`src/inc/pci_link_pkg.sv`:
```
/*
 * Shared constants and carrier types for the PCI bus-side control block:
 * master state codes, termination codes, the master request record and
 * the timing counts used by the bus logic.
 * Assumes a single core clock at 100 MHz that also times the bus pins.
 */
package pci_link_pkg;

  // Core clock period in picoseconds; 100 MHz.
  localparam int unsigned CLK_PERIOD_PS = 10000;

  // Bus, length and select counter widths.
  localparam int unsigned AD_W  = 32;
  localparam int unsigned CBE_W = 4;
  localparam int unsigned LEN_W = 8;
  localparam int unsigned DEV_W = 3;

  // Clocks without a device select before the master gives up.
  localparam logic [DEV_W-1:0] DEVSEL_TIMEOUT = 3'h5;

  // Reset values of the bus drivers (every output released), then the length and select count constants.
  localparam logic [AD_W-1:0]  AD_RESET  = 32'h0000_0000;
  localparam logic [CBE_W-1:0] CBE_RESET = 4'hf;
  localparam logic [LEN_W-1:0] LEN_ONE   = 8'h01;
  localparam logic [LEN_W-1:0] LEN_ZERO  = 8'h00;
  localparam logic [DEV_W-1:0] DEV_ZERO  = 3'h0;
  localparam logic [DEV_W-1:0] DEV_STEP  = 3'h1;

  // Master sequencer states, one-hot.
  typedef enum logic [5:0] {
    M_IDLE = 6'b000001,
    M_REQ  = 6'b000010,
    M_ADDR = 6'b000100,
    M_DATA = 6'b001000,
    M_LAST = 6'b010000,
    M_TURN = 6'b100000
  } mstate_t;

  // How a master transaction ended.
  typedef enum logic [2:0] {
    TERM_OK     = 3'h0,
    TERM_DISC   = 3'h1,
    TERM_RETRY  = 3'h2,
    TERM_TABORT = 3'h3,
    TERM_MABORT = 3'h4
  } term_t;

  // One master request from the user side.
  typedef struct packed {
    logic [AD_W-1:0]  addr;
    logic [CBE_W-1:0] cmd;
    logic             write;
    logic [AD_W-1:0]  wdata;
    logic [LEN_W-1:0] len;
  } mreq_t;

endpackage : pci_link_pkg

```
`src/hw/pci_bus_ctrl.sv`:
```
/*
 * Device-side PCI bus control: reset release of all pins, address parity
 * monitoring with system error signalling, even parity generation and
 * read data parity checking, and a burst master that honours target
 * stop, wait states and device select timeout.
 * Assumes all bus inputs are synchronous to core_clk, that pins are
 * resolved outside from the output enables, and that the host keeps
 * rst_n low long enough.
 */
`timescale 1ns/1ps

module pci_bus_ctrl (
  input  wire logic                               core_clk,
  input  wire logic                               rst_n,
  input  wire logic [pci_link_pkg::AD_W-1:0]      ad_in,
  output logic      [pci_link_pkg::AD_W-1:0]      ad_out_q,
  output logic                                    ad_oe_q,
  input  wire logic [pci_link_pkg::CBE_W-1:0]     command_byte_enable_n_in,
  output logic      [pci_link_pkg::CBE_W-1:0]     command_byte_enable_n_out_q,
  output logic                                    command_byte_enable_n_oe_q,
  input  wire logic                               par_in,
  output logic                                    par_out_q,
  output logic                                    par_oe_q,
  input  wire logic                               frame_n_in,
  output logic                                    frame_n_out_q,
  output logic                                    frame_n_oe_q,
  input  wire logic                               irdy_n_in,
  output logic                                    irdy_n_out_q,
  output logic                                    irdy_n_oe_q,
  input  wire logic                               trdy_n_in,
  input  wire logic                               stop_n_in,
  input  wire logic                               devsel_n_in,
  input  wire logic                               serr_n_in,
  output logic                                    serr_n_out_q,
  output logic                                    serr_n_oe_q,
  output logic                                    req_n_q,
  input  wire logic                               gnt_n,
  input  wire logic                               serr_check_en,
  input  wire logic                               sys_err_clr,
  output logic                                    sys_err_status_q,
  output logic                                    sig_sys_err_q,
  input  wire logic                               mreq_valid,
  input  wire pci_link_pkg::mreq_t                mreq,
  output logic                                    mreq_ready_q,
  input  wire logic [pci_link_pkg::AD_W-1:0]      next_wdata,
  output logic                                    phase_done_q,
  output logic      [pci_link_pkg::AD_W-1:0]      rdata_q,
  output logic                                    xfer_done_q,
  output pci_link_pkg::term_t                     xfer_term_q
);

  // Even parity bit over one address or data phase.
  function automatic logic even_par(input logic [pci_link_pkg::AD_W-1:0] ad,
                                    input logic [pci_link_pkg::CBE_W-1:0] cbe);
    even_par = ^{ad, cbe};
  endfunction : even_par

  pci_link_pkg::mstate_t                  st_q, st_d;
  pci_link_pkg::mreq_t                    cur_q;
  logic [pci_link_pkg::LEN_W-1:0]         left_q, left_d;
  logic [pci_link_pkg::DEV_W-1:0]         dev_cnt_q;
  logic                                   any_done_q;
  logic                                   frame_prev_q;
  logic                                   addr_chk_q;
  logic                                   addr_par_q;
  logic                                   rd_chk_q;
  logic                                   rd_par_q;

  // Decoded bus conditions, all taken from values sampled at the edge.
  wire in_data    = (st_q == pci_link_pkg::M_DATA) || (st_q == pci_link_pkg::M_LAST);
  wire ph_done    = in_data && !irdy_n_in && !trdy_n_in;
  wire tgt_stop   = in_data && !stop_n_in;
  wire tgt_abort  = tgt_stop && devsel_n_in && trdy_n_in;
  wire mst_abort  = in_data && devsel_n_in && (dev_cnt_q == pci_link_pkg::DEVSEL_TIMEOUT);
  wire last_word  = ph_done && (left_q == pci_link_pkg::LEN_ONE);
  // A transfer ends on the step into turnaround, so a stop that needs an extra
  // phase with FRAME high is reported once and not twice.
  wire xfer_end   = in_data && (st_d == pci_link_pkg::M_TURN);
  wire addr_phase = frame_prev_q && !frame_n_in;
  wire addr_perr  = addr_chk_q && (par_in != addr_par_q);
  wire data_perr  = rd_chk_q && (par_in != rd_par_q);
  wire can_start  = mreq_valid && mreq_ready_q;
  wire bus_free   = !gnt_n && frame_n_in && irdy_n_in;

  // Termination code; abort outranks stop, and retry means no word moved.
  pci_link_pkg::term_t term_d;
  assign term_d = mst_abort ? pci_link_pkg::TERM_MABORT :
                  tgt_abort ? pci_link_pkg::TERM_TABORT :
                  (tgt_stop && !ph_done && !any_done_q) ? pci_link_pkg::TERM_RETRY :
                  tgt_stop ? pci_link_pkg::TERM_DISC : pci_link_pkg::TERM_OK;

  // Next state and word count of the master sequencer.
  always_comb begin
    st_d   = st_q;
    left_d = left_q;
    case (st_q)
      pci_link_pkg::M_IDLE: begin
        if (can_start) begin
          st_d   = pci_link_pkg::M_REQ;
          left_d = (mreq.len == pci_link_pkg::LEN_ZERO) ? pci_link_pkg::LEN_ONE : mreq.len;
        end
      end
      pci_link_pkg::M_REQ: begin
        if (bus_free) begin
          st_d = pci_link_pkg::M_ADDR;
        end
      end
      pci_link_pkg::M_ADDR: begin
        st_d = pci_link_pkg::M_DATA;
      end
      pci_link_pkg::M_DATA: begin
        if (ph_done) begin
          left_d = left_q - pci_link_pkg::LEN_ONE;
        end
        // Frame must rise before IRDY releases, so a stop mid burst takes a last phase.
        if (last_word || mst_abort || (tgt_stop && frame_n_out_q)) begin
          st_d = pci_link_pkg::M_TURN;
        end else if (tgt_stop) begin
          st_d = pci_link_pkg::M_LAST;
        end
      end
      pci_link_pkg::M_LAST: begin
        st_d = pci_link_pkg::M_TURN;
      end
      pci_link_pkg::M_TURN: begin
        st_d = pci_link_pkg::M_IDLE;
      end
      default: begin
        st_d = pci_link_pkg::M_IDLE;
      end
    endcase
  end

  // Sequencer registers; reset forces idle with no request pending.
  always_ff @(posedge core_clk) begin
    if (!rst_n) begin
      st_q   <= pci_link_pkg::M_IDLE;
      left_q <= pci_link_pkg::LEN_ZERO;
      cur_q  <= '0;
    end else begin
      st_q   <= st_d;
      left_q <= left_d;
      if (can_start) begin
        cur_q <= mreq;
      end
    end
  end

  // Master pin drivers; every enable drops in reset so the bus floats.
  always_ff @(posedge core_clk) begin
    if (!rst_n) begin
      ad_oe_q                     <= 1'b0;
      ad_out_q                    <= pci_link_pkg::AD_RESET;
      command_byte_enable_n_oe_q  <= 1'b0;
      command_byte_enable_n_out_q <= pci_link_pkg::CBE_RESET;
      frame_n_oe_q                <= 1'b0;
      frame_n_out_q               <= 1'b1;
      irdy_n_oe_q                 <= 1'b0;
      irdy_n_out_q                <= 1'b1;
      req_n_q                     <= 1'b1;
    end else begin
      req_n_q <= !((st_d == pci_link_pkg::M_REQ) || (st_d == pci_link_pkg::M_ADDR));
      case (st_d)
        pci_link_pkg::M_ADDR: begin
          ad_oe_q                     <= 1'b1;
          ad_out_q                    <= cur_q.addr;
          command_byte_enable_n_oe_q  <= 1'b1;
          command_byte_enable_n_out_q <= cur_q.cmd;
          frame_n_oe_q                <= 1'b1;
          frame_n_out_q               <= 1'b0;
          irdy_n_oe_q                 <= 1'b1;
          irdy_n_out_q                <= 1'b1;
        end
        pci_link_pkg::M_DATA, pci_link_pkg::M_LAST: begin
          // Reads turn AD around; writes present the current word.
          ad_oe_q                     <= cur_q.write;
          if (st_q == pci_link_pkg::M_ADDR) begin
            ad_out_q <= cur_q.wdata;
          end else if (ph_done) begin
            ad_out_q <= next_wdata;
          end
          command_byte_enable_n_out_q <= {pci_link_pkg::CBE_W{1'b0}};
          frame_n_out_q               <= (st_d == pci_link_pkg::M_LAST) ||
                                         (left_d == pci_link_pkg::LEN_ONE);
          irdy_n_out_q                <= 1'b0;
        end
        pci_link_pkg::M_TURN: begin
          ad_oe_q                     <= 1'b0;
          command_byte_enable_n_oe_q  <= 1'b0;
          frame_n_out_q               <= 1'b1;
          irdy_n_out_q                <= 1'b1;
        end
        default: begin
          ad_oe_q                     <= 1'b0;
          command_byte_enable_n_oe_q  <= 1'b0;
          frame_n_oe_q                <= 1'b0;
          frame_n_out_q               <= 1'b1;
          irdy_n_oe_q                 <= 1'b0;
          irdy_n_out_q                <= 1'b1;
        end
      endcase
    end
  end

  // Parity trails the phase it covers by one clock, as the bus expects.
  always_ff @(posedge core_clk) begin
    if (!rst_n) begin
      par_oe_q  <= 1'b0;
      par_out_q <= 1'b0;
    end else begin
      par_oe_q  <= ad_oe_q;
      par_out_q <= even_par(ad_out_q, command_byte_enable_n_out_q);
    end
  end

  // Device select timeout and per-phase user handshake.
  always_ff @(posedge core_clk) begin
    if (!rst_n) begin
      dev_cnt_q    <= pci_link_pkg::DEV_ZERO;
      any_done_q   <= 1'b0;
      phase_done_q <= 1'b0;
      rdata_q      <= pci_link_pkg::AD_RESET;
      xfer_done_q  <= 1'b0;
      xfer_term_q  <= pci_link_pkg::TERM_OK;
    end else begin
      dev_cnt_q    <= (in_data && devsel_n_in && !mst_abort) ?
                      dev_cnt_q + pci_link_pkg::DEV_STEP : pci_link_pkg::DEV_ZERO;
      any_done_q   <= in_data && (any_done_q || ph_done);
      phase_done_q <= ph_done;
      if (ph_done && !cur_q.write) begin
        rdata_q <= ad_in;
      end
      xfer_done_q  <= xfer_end;
      if (xfer_end) begin
        xfer_term_q <= term_d;
      end
    end
  end

  // Parity checks: address phases of any agent, read data for our master.
  always_ff @(posedge core_clk) begin
    if (!rst_n) begin
      frame_prev_q <= 1'b1;
      addr_chk_q   <= 1'b0;
      addr_par_q   <= 1'b0;
      rd_chk_q     <= 1'b0;
      rd_par_q     <= 1'b0;
    end else begin
      frame_prev_q <= frame_n_in;
      addr_chk_q   <= addr_phase;
      addr_par_q   <= even_par(ad_in, command_byte_enable_n_in);
      rd_chk_q     <= ph_done && !cur_q.write;
      rd_par_q     <= even_par(ad_in, command_byte_enable_n_in);
    end
  end

  // System error pulse lands two clocks after the bad address phase.
  always_ff @(posedge core_clk) begin
    if (!rst_n) begin
      serr_n_oe_q   <= 1'b0;
      serr_n_out_q  <= 1'b0;
      sig_sys_err_q <= 1'b0;
    end else begin
      serr_n_oe_q   <= addr_perr && serr_check_en;
      serr_n_out_q  <= 1'b0;
      sig_sys_err_q <= (addr_perr && serr_check_en) || sig_sys_err_q;
    end
  end

  // The halt flag blocks new requests only; the running burst completes.
  // A new error in the clearing cycle wins so none is lost.
  always_ff @(posedge core_clk) begin
    if (!rst_n) begin
      sys_err_status_q <= 1'b0;
      mreq_ready_q     <= 1'b0;
    end else begin
      sys_err_status_q <= data_perr || (sys_err_status_q && !sys_err_clr);
      mreq_ready_q     <= (st_d == pci_link_pkg::M_IDLE) && !can_start &&
                          !data_perr && !(sys_err_status_q && !sys_err_clr);
    end
  end

endmodule : pci_bus_ctrl

```
`config.mk`:
```
export PLATFORM = sky130hd
export DESIGN_NAME = pci_bus_ctrl
export DESIGN_NICKNAME = d
export VERILOG_FILES = /design/src/inc/pci_link_pkg.sv /design/src/hw/pci_bus_ctrl.sv
export SDC_FILE = /design/constraint.sdc
export NUM_CORES = 1
export LEC_CHECK = 0
export ABC_AREA = 1
export CAP_MARGIN = 20
export CORE_AREA = 2 2 119 121
export DETAILED_ROUTE_END_ITERATION = 10
export DIE_AREA = 0 0 121 123
export DONT_BUFFER_PORTS = 1
export PLACE_DENSITY = 0.76
export SLEW_MARGIN = 10
export SYNTH_ARGS = -nofsm -noshare
export SYNTH_HDL_FRONTEND = slang
export SYNTH_SLANG_ARGS = --single-unit
```
`constraint.sdc`:
```
create_clock -name core_clk -period 2.75 [get_ports core_clk]
set_clock_uncertainty 0.2 [all_clocks]
set_input_delay 0.4125 -clock core_clk [delete_from_list [all_inputs] [get_ports core_clk]]
set_output_delay 0.4125 -clock core_clk [all_outputs]
set_load 0.02 [all_outputs]
```
==> run_results.csv <==
group,metric,value,unit
timing,whs,0.345,ps
timing,worst_slack,231,ps
yosys,ys_ff_latch,176,
worst_setup_path,start_kind,"input port",
clocking,cts_sinks,176,
final_layout,fill_cells,978,
yosys,syn_nets,1407,
clocking,clkLatencyLatePin,440,ps
routing,num_vias,8393,
routing,routed_via_density,5.57,
final_layout,syn_to_final_growth,20.2,%
clocking,ctsHtreeMaxLevel,4,
timing,slew_violations,0,
placement,placed_cell_area,8600,µm²
placement,place_ws,328,ps
global_routing,grt-ovfl-total,0,
timing,tightest_slew,822,ps
timing,fin_crit,2520,ps
die,ios,245,
routing,drc,0,
timing,fin_tns_setup,0,ps
timing,fin_crit_sh,91.6,%
yosys,avgSynthCellArea,6.87,µm²
yosys,yosysWarnings,0,
final_layout,layout_common_cells,"nand2_1 (349), dfxtp_1 (176), nor2_1 (175), inv_1 (109), o21ai_0 (105)",
yosys,ys_seq_area_share,41.2,%
die,die_width,121,µm
timing,max_freq,0.397,GHz
global_routing,grt_max_degree,113,
placement,placedCellCount,1373,
yosys,ys_types,35,
yosys,synth-edff-count,0,
yosys,synthArstFlopShare,0,%
timing,setup_violations,0,
global_routing,grt_pass1_vias,7539,
die,core,13600,µm²
final_layout,layout.area.seq,3520,µm²
final_layout,diodes,0,
pwr,peakVddDrop,0.000433,V
final_layout,finalNonFillerCells,1508,
routing,dr.pass1.iters,6,
timing,slew_headroom,44.6,%
worst_setup_path,crit_path_end_kind,"register",
clocking,cts_buffers,17,
final_layout,nets,1478,
clocking,post_cts_buffers,0,
flow_run,drv_cap,0,
worst_setup_path,cp.required,2880,ps
routing,final_antenna_net_count,0,
yosys,synthFlopType,"dfxtp_1",
final_layout,mostFrequentLayoutCell,"nand2_1",
die,start_util,62.9,%
die,rows,43,
yosys,postSynthCellCount,1245,
clocking,tritoncts,"built",
timing,rsz0062_at_grt,"no",
pwr,p_leak,4.59,nW
placement,gp_congestion,0.878,
die,dieArea,14900,µm²
clocking,cts_resized,0,
worst_setup_path,worstSetupPathType,"input port to register",
die,die_h,123,µm
status,status,"finished, final reports clean",
final_layout,drive_gt1_share,4.82,%
global_routing,grtUsageTotal,32.9,%
final_layout,multi_input_area,4300,µm²
worst_setup_path,crit_fanout,47,
global_routing,antenna_found_initial,1,
global_routing,grt_pass1_wl,38.2,mm
timing,final_hold_viol_count,0,
routing,drtIter0Drc,823,
routing,wl,25.1,mm
final_layout,final_cell_area,10300,µm²
clocking,clockBufferDepth,2,
clocking,path_clk_slew,70,ps
placement,portBuffers,0,
placement,dp.final_hpwl,15.2,mm
routing,routedWlPerCell,16.6,µm
clocking,cts-root-buf,"clkbuf_16",
yosys,synthesis.area,8560,µm²
worst_setup_path,cp.arrival,2650,ps
pwr,powerDensity,630,nW/µm²
min_path,hp-class,"input port to register",
==> through the flow <==
step                util (%)  power (W)
finish                  75.6    0.00648
global route            75.6    0.00671
CTS                     75.6    0.00641
detailed placement      63.2    0.00371
global placement        63.2    0.00369
floorplan                  -    0.00355
==> logic make-up (layout without fill, tap and decap cells) <==
family / count (synthesis) / after routing / share of synthesized area, %
buffers and inverters: 178 / 261 / 8.71
adders and majority gates: 4 / 4 / 0.585
xor gates and xnor gates: 69 / 69 / 7.06
other: 1 / 1 / 0.0438
DFF: 176 / 176 / 41.2
AOI/OAI and AO/OA: 203 / 203 / 12.3
and+or+nand+nor: 614 / 614 / 30.2
==> timing repair <==
action                                 CTS  global route
endpoints found under the hold margin  153             0
hold buffers                           104             0
setup endpoints to repair                0             0
==> where the power goes <==
part           total [W]  internal, W  switching [W]
combinational    0.00102     0.000416       0.000606
clock            0.00262      0.00159        0.00104
sequential       0.00284      0.00273       0.000103
total            0.00648      0.00473        0.00175
==> flip-flops by register name, indices dropped and copies added, names as in the netlist, 3 cells and up <==
register,cells
st_q,6
left_q,8
rdata_q,32
dev_cnt_q,3
ad_out_q,32
xfer_term_q,3
cur_q,69
command_byte_enable_n_out_q,4
==> routing by layer <==
metal | global-route usage [%] | up-vias | share of wire, %
met3 | 10.5 | 89 | 9.8
met4 | 12.4 | 2 | 3.0
met2 | 51.0 | 417 | 46
met1 | 43.1 | 3812 | 41
met5 | 0 | - | 0.040
li1 | - | 4073 | -
==> final timing paths <==
check | startpoint | endpoint | slack, ps | depth (start not counted)
min reg2reg | frame_prev_q | addr_chk_q | 220 | 2
min | mreq[14] | cur_q[14] | 0.3 | 2
max | frame_n_in | ad_out_q[10] | 230 | 10
max reg2reg | st_q[1] | ad_out_q[10] | 290 | 14
==> worst max-delay path, cell delays in order <==
cell,delay [ps]
dlygate4sd3_1,540
inv_1,100
nor3_1,70
o21ai_0,650
nand4_4,180
nand2_4,230
buf_12,250
nand2_1,80
nand2_1,60
nor2_1,50
==> final cells by class <==
type                    instances  share of cell area [%]
clock buffers                  21                    4.57
clock inverters                10                    1.54
inverters                     112                    4.09
multi-input cells             891                    41.8
flip-flops and latches        176                    34.2
well taps                     180                    2.19
repair buffers                118                    11.6
==> cells in the mapped netlist, types with 3 or more instances <==
master / instances / share of area [%]
buf_6: 7 / 0.92
nand3_2: 3 / 0.35
dfxtp_1: 176 / 41
o21ai_0: 105 / 6.1
buf_4: 3 / 0.26
buf_2: 11 / 0.64
xor2_1: 21 / 2.1
a22oi_1: 5 / 0.44
nor2_1: 175 / 7.7
nor3_1: 3 / 0.18
nand3_1: 25 / 1.5
inv_2: 3 / 0.13
ha_1: 4 / 0.58
clkbuf_1: 39 / 1.7
xnor2_1: 48 / 4.9
nand3b_1: 4 / 0.35
o211ai_1: 5 / 0.44
a21oi_1: 85 / 5.0
inv_1: 109 / 4.8
nand4_1: 40 / 2.9
nand2_1: 350 / 15
buf_1: 6 / 0.26
No activity file was read; power rests on OpenSTA's default activity.
